`config.mk`:
```
export PLATFORM = sky130hd
export DESIGN_NAME = mistat_top
export DESIGN_NICKNAME = d
export VERILOG_FILES = /design/src/rtl/mistat_pkg.sv /design/src/rtl/mistat_wheel_if.sv /design/src/rtl/mistat_top.sv /design/src/rtl/mistat_wheel.sv
export SDC_FILE = /design/constraint.sdc
export NUM_CORES = 1
export LEC_CHECK = 0
export BUFFER_PORTS_ARGS = -buffer_cell sky130_fd_sc_hd__buf_4
export CORE_UTILIZATION = 60
export CTS_CLUSTER_SIZE = 8
export DETAILED_ROUTE_END_ITERATION = 6
export PLACE_DENSITY = 0.95
export REMOVE_ABC_BUFFERS = 1
export SETUP_SLACK_MARGIN = 0.4
export SYNTH_ARGS = -nofsm -noshare
export SYNTH_HDL_FRONTEND = slang
export SYNTH_SLANG_ARGS = --single-unit
```
`constraint.sdc`:
```
create_clock -name sys_clk -period 5.1 [get_ports sys_clk]
set_input_delay 0.255 -clock sys_clk [delete_from_list [all_inputs] [get_ports sys_clk]]
set_output_delay 0.255 -clock sys_clk [all_outputs]
set_load 0.02 [all_outputs]
```
`src/rtl/mistat_pkg.sv`:
```
// Package of offsets, field positions and reset values for the stats block.
package mistat_pkg;

    // ------------------------------------------------------------
    // Register offsets on the host read port.
    // ------------------------------------------------------------
    localparam logic [7:0] MISTAT_ADDR_X_LOW = 8'h03;
    localparam logic [7:0] MISTAT_ADDR_Y_LOW = 8'h04;
    localparam logic [7:0] MISTAT_ADDR_XY_HIGH = 8'h05;
    localparam logic [7:0] MISTAT_ADDR_WHEEL = 8'h06;
    localparam logic [7:0] MISTAT_ADDR_QUALITY = 8'h07;
    localparam logic [7:0] MISTAT_ADDR_SHUT_HIGH = 8'h08;
    localparam logic [7:0] MISTAT_ADDR_SHUT_LOW = 8'h09;
    localparam logic [7:0] MISTAT_ADDR_PEAK = 8'h0a;
    localparam logic [7:0] MISTAT_ADDR_SUM_HIGH = 8'h0b;

    // ------------------------------------------------------------
    // Widths, field positions and limits.
    // ------------------------------------------------------------
    localparam int MISTAT_DELTA_W = 12;
    localparam int MISTAT_NIBBLE_LSB = 8;
    localparam int MISTAT_SUM_W = 17;
    localparam int MISTAT_SUM_LSB = 8;
    localparam int MISTAT_PEAK_W = 7;
    localparam logic [7:0] MISTAT_QUALITY_MAX = 8'h80;
    localparam logic signed [7:0] MISTAT_WHEEL_MAX = 8'sh7f;
    localparam logic signed [7:0] MISTAT_WHEEL_MIN = -8'sh7f;

    // ------------------------------------------------------------
    // Reset values.
    // ------------------------------------------------------------
    localparam logic [7:0] MISTAT_RST_BYTE = 8'h00;
    localparam logic [15:0] MISTAT_RST_SHUT = 16'h0064;

    // Direction step of the wheel decoder.
    typedef enum {MISTAT_STEP_NONE, MISTAT_STEP_UP, MISTAT_STEP_DOWN}
        mistat_step_e;

endpackage

```
`src/rtl/mistat_wheel_if.sv`:
```
// Interface carrying the wheel count from the decoder to the register file.
`timescale 1ns/1ps
interface mistat_wheel_if;
    logic signed [7:0] count; // Saturated signed wheel count.
    logic clear; // Synchronous clear from a bus reset.

    modport counter (output count, input clear);
    modport user (input count, output clear);
endinterface

```
`src/rtl/mistat_top.sv`:
```
// Motion and image statistics test registers read by the host.
`timescale 1ns/1ps
module mistat_top
(
    input wire logic sys_clk,
    input wire logic nrst,
    input wire logic usb_reset,
    input wire logic rd_valid,
    input wire logic [7:0] rd_addr,
    output logic [7:0] rd_data,
    output logic rd_done,
    input wire logic report_valid,
    input wire logic [mistat_pkg::MISTAT_DELTA_W-1:0] report_dx,
    input wire logic [mistat_pkg::MISTAT_DELTA_W-1:0] report_dy,
    input wire logic frame_valid,
    input wire logic [7:0] frame_quality,
    input wire logic [15:0] frame_shutter,
    input wire logic [mistat_pkg::MISTAT_PEAK_W-1:0] frame_peak,
    input wire logic [mistat_pkg::MISTAT_SUM_W-1:0] frame_sum,
    input wire logic wheel_a,
    input wire logic wheel_b
);
    import mistat_pkg::*;

    // ------------------------------------------------------------
    // Storage.
    // ------------------------------------------------------------
    logic [MISTAT_DELTA_W-1:0] dx_q, dx_d; // Last queued X delta.
    logic [MISTAT_DELTA_W-1:0] dy_q, dy_d; // Last queued Y delta.
    logic x_seen_q, x_seen_d; // X low was read since the last report.
    logic [7:0] quality_q, quality_d;
    logic [15:0] shut_q, shut_d;
    logic [7:0] shadow_q, shadow_d; // Low byte caught at a high read.
    logic shadow_ok_q, shadow_ok_d; // Shadow holds an unread low byte.
    logic [MISTAT_PEAK_W-1:0] peak_q, peak_d;
    logic [7:0] sum_q, sum_d;
    logic [7:0] rd_data_d;

    mistat_wheel_if wif ();

    // The wheel count is cleared by a bus reset, like the others.
    assign wif.clear = usb_reset;

    mistat_wheel u_wheel
    (
        .sys_clk(sys_clk),
        .nrst(nrst),
        .wheel_a(wheel_a),
        .wheel_b(wheel_b),
        .wif(wif)
    );

    // ------------------------------------------------------------
    // Next values of the register file.
    // ------------------------------------------------------------
    // Deltas are stored raw; the report path already applied the
    // resolution scale, so the host sees the same counts.
    always_comb
    begin
        dx_d = dx_q;
        dy_d = dy_q;
        x_seen_d = x_seen_q;
        quality_d = quality_q;
        shut_d = shut_q;
        shadow_d = shadow_q;
        shadow_ok_d = shadow_ok_q;
        peak_d = peak_q;
        sum_d = sum_q;
        if (report_valid)
        begin
            dx_d = report_dx;
            dy_d = report_dy;
            x_seen_d = 1'b0; // New report: the order starts over.
        end
        if (frame_valid)
        begin
            // Clamp guards against a noisy count above the ceiling.
            quality_d = (frame_quality > MISTAT_QUALITY_MAX) ?
                MISTAT_QUALITY_MAX : frame_quality;
            shut_d = frame_shutter;
            peak_d = frame_peak;
            sum_d = frame_sum[MISTAT_SUM_LSB +: 8];
        end
        if (rd_valid && rd_addr == MISTAT_ADDR_X_LOW)
        begin
            // The read wins over a report in the same cycle.
            x_seen_d = 1'b1;
        end
        if (rd_valid && rd_addr == MISTAT_ADDR_SHUT_HIGH)
        begin
            // Keeps a later frame from tearing the 16-bit pair.
            shadow_d = shut_q[7:0];
            shadow_ok_d = 1'b1;
        end
        else if (rd_valid && rd_addr == MISTAT_ADDR_SHUT_LOW)
        begin
            shadow_ok_d = 1'b0;
        end
        if (usb_reset)
        begin
            // The registers fall back as after power loss.
            dx_d = '0;
            dy_d = '0;
            x_seen_d = 1'b0;
            quality_d = MISTAT_RST_BYTE;
            shut_d = MISTAT_RST_SHUT;
            shadow_d = MISTAT_RST_BYTE;
            shadow_ok_d = 1'b0;
            peak_d = '0;
            sum_d = MISTAT_RST_BYTE;
        end
    end

    // Register file flip-flops.
    always_ff @(posedge sys_clk or negedge nrst)
    begin
        if (!nrst)
        begin
            dx_q <= '0;
            dy_q <= '0;
            x_seen_q <= 1'b0;
            quality_q <= MISTAT_RST_BYTE;
            shut_q <= MISTAT_RST_SHUT;
            shadow_q <= MISTAT_RST_BYTE;
            shadow_ok_q <= 1'b0;
            peak_q <= '0;
            sum_q <= MISTAT_RST_BYTE;
        end
        else
        begin
            dx_q <= dx_d;
            dy_q <= dy_d;
            x_seen_q <= x_seen_d;
            quality_q <= quality_d;
            shut_q <= shut_d;
            shadow_q <= shadow_d;
            shadow_ok_q <= shadow_ok_d;
            peak_q <= peak_d;
            sum_q <= sum_d;
        end
    end

    // ------------------------------------------------------------
    // Read port.
    // ------------------------------------------------------------
    // These are a test view only; navigation goes through the
    // regular reports, so no read here disturbs the motion path.
    always_comb
    begin
        rd_data_d = MISTAT_RST_BYTE;
        case (rd_addr)
            MISTAT_ADDR_X_LOW: rd_data_d = dx_q[7:0];
            MISTAT_ADDR_Y_LOW:
            begin
                // Out of order the host gets zero.
                rd_data_d = x_seen_q ? dy_q[7:0] : MISTAT_RST_BYTE;
            end
            MISTAT_ADDR_XY_HIGH:
            begin
                rd_data_d = x_seen_q ?
                    {dx_q[MISTAT_NIBBLE_LSB +: 4],
                     dy_q[MISTAT_NIBBLE_LSB +: 4]} : MISTAT_RST_BYTE;
            end
            MISTAT_ADDR_WHEEL: rd_data_d = wif.count;
            MISTAT_ADDR_QUALITY: rd_data_d = quality_q;
            MISTAT_ADDR_SHUT_HIGH: rd_data_d = shut_q[15:8];
            MISTAT_ADDR_SHUT_LOW:
            begin
                // Host reading high first gets the caught byte.
                rd_data_d = shadow_ok_q ? shadow_q : shut_q[7:0];
            end
            MISTAT_ADDR_PEAK: rd_data_d = {1'b0, peak_q};
            MISTAT_ADDR_SUM_HIGH: rd_data_d = sum_q;
            default: rd_data_d = MISTAT_RST_BYTE;
        endcase
    end

    // Answer registers: data and done one cycle after the request.
    always_ff @(posedge sys_clk or negedge nrst)
    begin
        if (!nrst)
        begin
            rd_data <= MISTAT_RST_BYTE;
            rd_done <= 1'b0;
        end
        else
        begin
            rd_done <= rd_valid;
            if (rd_valid)
            begin
                rd_data <= rd_data_d;
            end
        end
    end

    // ------------------------------------------------------------
    // Assertions.
    // ------------------------------------------------------------
    property p_order_zero;
        @(posedge sys_clk) disable iff (!nrst)
        (rd_valid && !x_seen_q && (rd_addr == MISTAT_ADDR_Y_LOW ||
         rd_addr == MISTAT_ADDR_XY_HIGH)) |=> rd_done && rd_data == 8'h00;
    endproperty
    a_order_zero: assert property (p_order_zero)
        else $error("out of order delta read not zero");

    property p_x_marks;
        @(posedge sys_clk) disable iff (!nrst)
        (rd_valid && rd_addr == MISTAT_ADDR_X_LOW && !usb_reset)
        |=> x_seen_q;
    endproperty
    a_x_marks: assert property (p_x_marks)
        else $error("x low read did not open y reads");

    property p_y_low;
        @(posedge sys_clk) disable iff (!nrst)
        (rd_valid && x_seen_q && rd_addr == MISTAT_ADDR_Y_LOW)
        |=> rd_data == $past(dy_q[7:0]);
    endproperty
    a_y_low: assert property (p_y_low)
        else $error("y low mismatch");

    property p_high;
        @(posedge sys_clk) disable iff (!nrst)
        (rd_valid && x_seen_q && rd_addr == MISTAT_ADDR_XY_HIGH)
        |=> rd_data == {$past(dx_q[11:8]), $past(dy_q[11:8])};
    endproperty
    a_high: assert property (p_high)
        else $error("high nibble packing wrong");

    property p_x_low;
        @(posedge sys_clk) disable iff (!nrst)
        report_valid && !usb_reset ##1
        (rd_valid && rd_addr == MISTAT_ADDR_X_LOW && !report_valid)
        |=> rd_data == $past(report_dx[7:0], 2);
    endproperty
    a_x_low: assert property (p_x_low)
        else $error("x low not from last report");

    property p_quality;
        @(posedge sys_clk) disable iff (!nrst)
        quality_q <= MISTAT_QUALITY_MAX;
    endproperty
    a_quality: assert property (p_quality)
        else $error("quality above ceiling");

    property p_peak;
        @(posedge sys_clk) disable iff (!nrst)
        (rd_valid && rd_addr == MISTAT_ADDR_PEAK) |=> !rd_data[7];
    endproperty
    a_peak: assert property (p_peak)
        else $error("peak bit 7 set");

    property p_sum;
        @(posedge sys_clk) disable iff (!nrst)
        (frame_valid && !usb_reset) |=> sum_q == $past(frame_sum[15:8]);
    endproperty
    a_sum: assert property (p_sum)
        else $error("sum byte not bits 15..8");

    property p_shadow;
        @(posedge sys_clk) disable iff (!nrst)
        (rd_valid && rd_addr == MISTAT_ADDR_SHUT_HIGH && !usb_reset) ##1
        (rd_valid && rd_addr == MISTAT_ADDR_SHUT_LOW)
        |=> rd_data == $past(shut_q[7:0], 2);
    endproperty
    a_shadow: assert property (p_shadow)
        else $error("shutter low torn");

    property p_bus_reset;
        @(posedge sys_clk) disable iff (!nrst)
        usb_reset |=> shut_q == MISTAT_RST_SHUT && dx_q == '0 && !x_seen_q;
    endproperty
    a_bus_reset: assert property (p_bus_reset)
        else $error("bus reset did not restore values");

    c_ordered: cover property (@(posedge sys_clk) disable iff (!nrst)
        rd_valid && rd_addr == MISTAT_ADDR_X_LOW ##1
        rd_valid && rd_addr == MISTAT_ADDR_Y_LOW);
    c_shutter_pair: cover property (@(posedge sys_clk) disable iff (!nrst)
        rd_valid && rd_addr == MISTAT_ADDR_SHUT_HIGH ##[1:4]
        rd_valid && rd_addr == MISTAT_ADDR_SHUT_LOW && frame_valid);
    c_wheel_max: cover property (@(posedge sys_clk) disable iff (!nrst)
        wif.count == MISTAT_WHEEL_MAX);
endmodule

```
`src/rtl/mistat_wheel.sv`:
```
// Quadrature wheel decoder with a saturating signed count.
`timescale 1ns/1ps
module mistat_wheel
(
    input wire logic sys_clk,
    input wire logic nrst,
    input wire logic wheel_a,
    input wire logic wheel_b,
    mistat_wheel_if.counter wif
);
    import mistat_pkg::*;

    // ------------------------------------------------------------
    // State.
    // ------------------------------------------------------------
    logic [1:0] sync1_q; // First synchroniser stage, read only by stage two.
    logic [1:0] sync2_q; // Second stage, safe to decode.
    logic [1:0] prev_q; // Last decoded phase pair.
    logic signed [7:0] count_q;
    logic signed [7:0] count_d;
    mistat_step_e step;

    // Decode one phase change; a double jump is ignored as noise.
    function automatic mistat_step_e decode(input logic [1:0] p,
                                            input logic [1:0] c);
        decode = MISTAT_STEP_NONE;
        case ({p, c})
            4'b0001, 4'b0111, 4'b1110, 4'b1000: decode = MISTAT_STEP_UP;
            4'b0010, 4'b1011, 4'b1101, 4'b0100: decode = MISTAT_STEP_DOWN;
            default: decode = MISTAT_STEP_NONE;
        endcase
    endfunction

    // Next count: step and clamp so the value stays symmetric.
    always_comb
    begin
        step = decode(prev_q, sync2_q);
        count_d = count_q;
        if (wif.clear)
        begin
            count_d = '0;
        end
        else if (step == MISTAT_STEP_UP && count_q != MISTAT_WHEEL_MAX)
        begin
            count_d = count_q + 8'sd1;
        end
        else if (step == MISTAT_STEP_DOWN && count_q != MISTAT_WHEEL_MIN)
        begin
            count_d = count_q - 8'sd1;
        end
    end

    // Registers; pins pass two flip-flops before decoding.
    always_ff @(posedge sys_clk or negedge nrst)
    begin
        if (!nrst)
        begin
            sync1_q <= '0;
            sync2_q <= '0;
            prev_q <= '0;
            count_q <= '0;
        end
        else
        begin
            sync1_q <= {wheel_a, wheel_b};
            sync2_q <= sync1_q;
            prev_q <= sync2_q;
            count_q <= count_d;
        end
    end

    assign wif.count = count_q;

    // ------------------------------------------------------------
    // Assertions.
    // ------------------------------------------------------------
    property p_wheel_range;
        @(posedge sys_clk) disable iff (!nrst)
        count_q >= MISTAT_WHEEL_MIN && count_q <= MISTAT_WHEEL_MAX;
    endproperty
    a_wheel_range: assert property (p_wheel_range)
        else $error("wheel count out of range");

    property p_wheel_up;
        @(posedge sys_clk) disable iff (!nrst)
        (step == MISTAT_STEP_UP && !wif.clear && count_q < MISTAT_WHEEL_MAX)
        |=> count_q == $past(count_q) + 8'sd1;
    endproperty
    a_wheel_up: assert property (p_wheel_up)
        else $error("wheel did not count up");
endmodule

```
==> impl_metrics.env, run 1 <==
export IMPL_tritoncts="built"
export IMPL_routed_via_count=4044
export IMPL_post_route_period_util_pct=55.2
export IMPL_endpoint_kind="flip-flop"
export IMPL_gr_usage_all_layers_pct=28.8
export IMPL_hpwl_um=7780
export IMPL_crit_top_cell="o21a_1"
export IMPL_grt_pass1_vias=3825
export IMPL_synth_warning_count=0
export IMPL_hold_viol=0
export IMPL_ys_ff_latch=96
export IMPL_grt_max_degree=90
export IMPL_max_stage_delay_ns=0.46
export IMPL_grt_antenna_before_repair=0
export IMPL_startpoint_type="flip-flop"
export IMPL_cp_num_buf_inv=1
export IMPL_diodes=0
export IMPL_power_per_cell_area_nw_per_um2=314
export IMPL_drt_iter0_drc=341
export IMPL_avgSynthCellArea_um2=10.4
export IMPL_layout_common_cells="dfrtp_1 (93), buf_4 (88), nor2_1 (68), mux2i_1 (65), a21oi_1 (27)"
export IMPL_drive_gt1_share_pct=22.3
export IMPL_ir_drop_mv=0.174
export IMPL_worst_slew_pin_slew_ns=0.953
export IMPL_die_h_um=92.7
export IMPL_drtAntennaViolNets=0
export IMPL_slew_viol_final=0
export IMPL_core_um2=7850
export IMPL_htree_levels=3
export IMPL_ctsResizeCount=0
export IMPL_critPathTopFamily="compound AO/OA/AOI/OAI gates"
export IMPL_cts_sinks=96
export IMPL_finalSetupViolations=0
export IMPL_die_width_um=92.7
export IMPL_rr_startpoint="u_wheel.wif.count[7]"
export IMPL_finalClockSkew_ns=0.00630
export IMPL_routed_wl_um=11700
export IMPL_fin_tns_setup_ns=0
export IMPL_nets=642
export IMPL_seq_area_frac_synth_pct=48.7
export IMPL_path_cells="nand4b_1, o211ai_2, inv_1, fa_1, nor2b_1, o21a_1, o21a_1, o211ai_1, mux2_2"
export IMPL_critical_path_arrival_ns=3.08
export IMPL_ys_flop_type="dfrtp_1"
export IMPL_synth_async_reset_ratio_pct=100
export IMPL_synth_cell_types=60
export IMPL_clock_latency_ns=0.37
export IMPL_wl_per_cell_um=17.8
export IMPL_dp_slack_ns=2.34
export IMPL_min_delay_start="frame_shutter[6]"
export IMPL_io_buffer_count=87
export IMPL_synth_edf_count=0
export IMPL_drc=0
export IMPL_power_mw=1.83
export IMPL_synth_cells=475
export IMPL_cts_made_buffers=9
export IMPL_fmax_mhz=355
export IMPL_drtPass1Iterations=5
export IMPL_grt_overflow=0
export IMPL_slowest_stage="dfrtp_1"
export IMPL_crit_required_ns=5.36
export IMPL_synth_area_um2=4940
export IMPL_p_leak_nw=2.69
export IMPL_layout_setup_ws_ns=2.28
export IMPL_synth_top_area_cell="dfrtp_1"
export IMPL_outcome="completed"
export IMPL_initial_core_util_pct=63.0
export IMPL_startpoint="u_wheel.wif.count[7]"
export IMPL_rsz0062_at_grt="no"
export IMPL_hp_class="in -> reg"
export IMPL_gp_congestion=0.863
export IMPL_max_cap_violations=0
export IMPL_relSlewSlack_pct=36.1
export IMPL_die_area_um2=8600
export IMPL_final_util_pct=74.3
export IMPL_cp_max_fo=10
export IMPL_clk_pin_slew_worst_paths_ns=0.09
export IMPL_clockBufferDepth=2
export IMPL_grt_first_pass_wirelength_um=19100
export IMPL_synth_area_leaders="dfrtp_1 (47%), mux2i_1 (13%), nor2_1 (5.2%)"
export IMPL_crit_type="reg -> reg"
export IMPL_rows=32
export IMPL_synth_top_area_share_pct=47.1
export IMPL_area_delta_synth_final_pct=18.0
export IMPL_ctsRootBufferMaster="clkbuf_8"
export IMPL_io_pins=97
export IMPL_period_needed_ns=2.82
export IMPL_final_common_cell="dfrtp_1"
export IMPL_viasPerCell=6.18
export IMPL_hold_slack_ns=0.0879
-- final cells by class --
| class | count | area [um2] |
|---|---|---|
| clock buffers | 10 | 138 |
| clock inverters | 6 | 67.6 |
| fillers | 524 | 2020 |
| inverters | 9 | 33.8 |
| multi-input cells | 340 | 2360 |
| flip-flops and latches | 96 | 2410 |
| well taps | 102 | 128 |
| repair buffers | 91 | 691 |
-- cell usage after synthesis (6+ instances only) --
cell type	count
clkbuf_1	14
a21oi_1	27
o21ai_0	13
dfrtp_1	93
a22oi_1	10
nand2_1	22
mux2i_1	65
nand2b_1	9
ha_1	6
buf_1	9
mux2_2	8
inv_1	9
nor2b_1	10
nor2_1	68
nand3b_1	10
o22ai_1	7
-- power breakdown --
| part | switching (mW) | leakage (nW) | total, mW | internal, mW |
|---|---|---|---|---|
| Sequential | 0.0600 | 1.26 | 0.879 | 0.819 |
| Combinational | 0.228 | 1.33 | 0.432 | 0.203 |
| Clock | 0.279 | 0.0989 | 0.521 | 0.242 |
| Total | 0.567 | 2.69 | 1.83 | 1.26 |
-- state kept, by name, indices dropped and copies added (netlist names) --
register	count
shadow_q	8
peak_q	7
shut_q	16
u_wheel.wif.count	8
quality_q	8
u_wheel.sync2_q	2
rd_data	8
x_seen_q	1
dy_q	12
rd_done	1
u_wheel.prev_q	2
u_wheel.sync1_q	2
dx_q	12
shadow_ok_q	1
sum_q	8
-- metal layers --
metal	track usage [%]	part of all wire, %
met1	39.6	42
met2	45.7	49
met3	6.32	6.7
met4	9.23	2.1
met5	0	0
-- logic make-up after synthesis --
| kind of cell | count (synthesis) | share of synthesized area, % |
|---|---|---|
| simple gates | 154 | 16.1 |
| mux | 73 | 15.0 |
| buf+inv | 39 | 3.44 |
| compound gates | 102 | 14.1 |
| fa+ha+maj | 7 | 1.92 |
| xor+xnor | 4 | 0.709 |
| flops | 96 | 48.7 |
-- what timing repair did --
action | CTS | global route
hold endpoints to repair | 46 | 0
hold buffers | 3 | 0
buffers inserted | 0 | 0
-- path summary, 6_finish.rpt --
check	end	slack, ns	depth (start not counted)
min in group asynchronous	quality_q[1]	0.41	2
worst min-delay path	shut_q[6]	0.09	2
worst max-delay path	u_wheel.wif.count[6]	2.28	9
worst min register to register	u_wheel.sync2_q[0]	0.36	0
max in group asynchronous	shut_q[0]	3.63	3
worst max register to register	u_wheel.wif.count[6]	2.28	9
-- metrics by stage --
stage          instance area (um2)  cells
3_3_place_gp                  5590    635
4_1_cts                       5830    654
5_1_grt                       5830    654
2_1_floorplan                 4800    445
6_report                      5830    654
3_5_place_dp                  5590    635
Note: power is estimated with default switching activity, not from simulation.
==> inputs of run 2 (changes only) <==
--- a/config.mk
+++ b/config.mk
@@ -6,10 +6,10 @@
 export NUM_CORES = 1
 export LEC_CHECK = 0
 export BUFFER_PORTS_ARGS = -buffer_cell sky130_fd_sc_hd__buf_4
-export CORE_UTILIZATION = 60
+export CORE_UTILIZATION = 50
 export CTS_CLUSTER_SIZE = 8
 export DETAILED_ROUTE_END_ITERATION = 6
-export PLACE_DENSITY = 0.95
+export PLACE_DENSITY = 0.86
 export REMOVE_ABC_BUFFERS = 1
 export SETUP_SLACK_MARGIN = 0.4
 export SYNTH_ARGS = -nofsm -noshare
==> constraint.sdc (replaced) <==
create_clock -name sys_clk -period 2.3 [get_ports sys_clk]
set_input_delay 0.115 -clock sys_clk [delete_from_list [all_inputs] [get_ports sys_clk]]
set_output_delay 0.115 -clock sys_clk [all_outputs]
set_load 0.02 [all_outputs]
==> impl_metrics.env, run 2 (same netlist as run 1, synthesis figures left out) <==
export IMPL_outcome="completed"
export IMPL_ctsRootBufferMaster="clkbuf_8"
export IMPL_drc=0
export IMPL_post_route_cell_area_um2=6560
export IMPL_cts_sinks=96
export IMPL_grt_first_pass_wirelength_um=21100
export IMPL_largest_reg_flops=16
export IMPL_seq_area_um2=2410
export IMPL_die_area_um2=10300
export IMPL_worst_slew_pin_slew_ns=0.690
export IMPL_crit_type="reg -> reg"
export IMPL_crit_required_ns=2.61
export IMPL_power_mw=4.52
export IMPL_grt_overflow=0
export IMPL_hpwl_um=8670
export IMPL_gr_usage_all_layers_pct=27.2
export IMPL_slew_viol_final=0
export IMPL_reg_top3="shut_q (16), dx_q (12), dy_q (12)"
export IMPL_placed_area_um2=5770
export IMPL_r2r_cells=7
export IMPL_grt_max_degree=50
export IMPL_grt_antenna_before_repair=0
export IMPL_clockBufferDepth=2
export IMPL_routed_wl_um=13100
export IMPL_min_to="peak_q[5]"
export IMPL_hold_viol=0
export IMPL_htree_levels=3
export IMPL_routed_via_count=4237
export IMPL_timing_hold_worst_path_depth=3
export IMPL_io_pins=97
export IMPL_min_delay_start="frame_peak[5]"
export IMPL_startpoint="u_wheel.prev_q[1]"
export IMPL_ir_drop_mv=0.406
export IMPL_fmax_mhz=457
export IMPL_finalSetupViolations=0
export IMPL_reg2reg_slack_ns=0.11
export IMPL_clock_latency_ns=0.38
export IMPL_n_fill_cell=641
export IMPL_drt_iter0_drc=254
export IMPL_top_register="shut_q"
export IMPL_tritoncts="built"
export IMPL_drtPass1Iterations=5
export IMPL_core_um2=9420
export IMPL_io_buffer_count=87
export IMPL_initial_core_util_pct=52.5
export IMPL_die_width_um=101
export IMPL_rr_startpoint="u_wheel.prev_q[1]"
export IMPL_gp_congestion=0.864
export IMPL_max_cap_violations=0
export IMPL_fin_tns_setup_ns=0
export IMPL_startpoint_type="flip-flop"
export IMPL_grt_pass1_vias=4287
export IMPL_cts_made_buffers=9
export IMPL_post_route_period_util_pct=95.2
export IMPL_layout_common_cells="buf_4 (109), dfrtp_1 (93), nor2_1 (67), mux2i_1 (65), dlygate4sd3_1 (38)"
export IMPL_hold_slack_ns=0.00548
export IMPL_endpoint_kind="flip-flop"
export IMPL_regToRegEndpoint="u_wheel.wif.count[6]"
export IMPL_multiInputGateArea_um2=2480
export IMPL_finalClockSkew_ns=0.0166
export IMPL_rsz0062_at_grt="yes"
export IMPL_clk_pin_slew_worst_paths_ns=0.09
export IMPL_diodes=0
export IMPL_rows=35
export IMPL_p_leak_nw=3.01
export IMPL_viasPerCell=5.72
export IMPL_drtAntennaViolNets=0
export IMPL_wl_per_cell_um=17.7
export IMPL_hp_class="in -> reg"
export IMPL_drive_gt1_share_pct=26.8
export IMPL_die_h_um=101
export IMPL_area_delta_synth_final_pct=32.7
export IMPL_period_needed_ns=2.19
export IMPL_cp_max_fo=6
export IMPL_power_per_cell_area_nw_per_um2=689
export IMPL_final_common_cell="buf_4"
export IMPL_relSlewSlack_pct=54.0
export IMPL_nets=702
export IMPL_critical_path_arrival_ns=2.50
[run 2: cell type report]
cell class                 count  area share (%)
clock buffer                  10            1.95
clock inverter                 6            1.41
inverter                       9           0.515
multi-input combinational    340            37.9
sequential                    96            36.7
tap                          129            2.46
timing repair buffer         151            19.1
[run 2: how the worst max path moves through the flow]
| stage | end | slack, ns | depth (start not counted) |
|---|---|---|---|
| after floorplan | u_wheel.wif.count[6] | -0.12 | 9 |
| after global placement | u_wheel.wif.count[6] | 0.06 | 9 |
| after detailed placement | u_wheel.wif.count[6] | 0.007 | 9 |
| after CTS | u_wheel.wif.count[5] | 0.12 | 10 |
| after global routing | u_wheel.wif.count[6] | -0.008 | 9 |
| final | u_wheel.wif.count[6] | 0.11 | 7 |
[run 2: per-layer routing]
| metal | vias up | global-route usage (%) | share of wire, % |
|---|---|---|---|
| met4 | 0 | 12.9 | 3.4 |
| li1 | 1981 | - | - |
| met5 | - | 0 | 0 |
| met2 | 150 | 45.7 | 50 |
| met1 | 2069 | 34.3 | 42 |
| met3 | 37 | 4.55 | 5.0 |
[run 2: through the flow]
step,instances,setup WS (ns),utilization (%)
3_3_place_gp,679,0.0610,61.2
4_1_cts,738,0.117,69.0
2_1_floorplan,445,-0.118,-
5_1_grt,741,-0.00818,69.6
3_5_place_dp,679,0.00682,61.2
6_report,741,0.111,69.6
[run 2: where the power goes]
group | leakage [nW] | internal [mW] | switching (mW) | total [mW]
logic | 1.64 | 0.709 | 0.674 | 1.38
clock network | 0.109 | 0.623 | 0.619 | 1.24
registers | 1.26 | 1.82 | 0.0775 | 1.89
[run 2: timing repair]
action                     CTS  global route
setup buffers                5             3
hold buffers                38             0
hold endpoints to repair    67             0
resized for setup           16             7
setup endpoints to repair    5             7
pin swaps                   17             9
[run 2: critical path: stages (launching register included)]
cell and delay, ns:
dfrtp_1 0.41, xor2_2 0.22, o211ai_2 0.15, buf_6 0.17
ha_4 0.26, or4b_2 0.58, o211ai_1 0.20, mux2_4 0.17
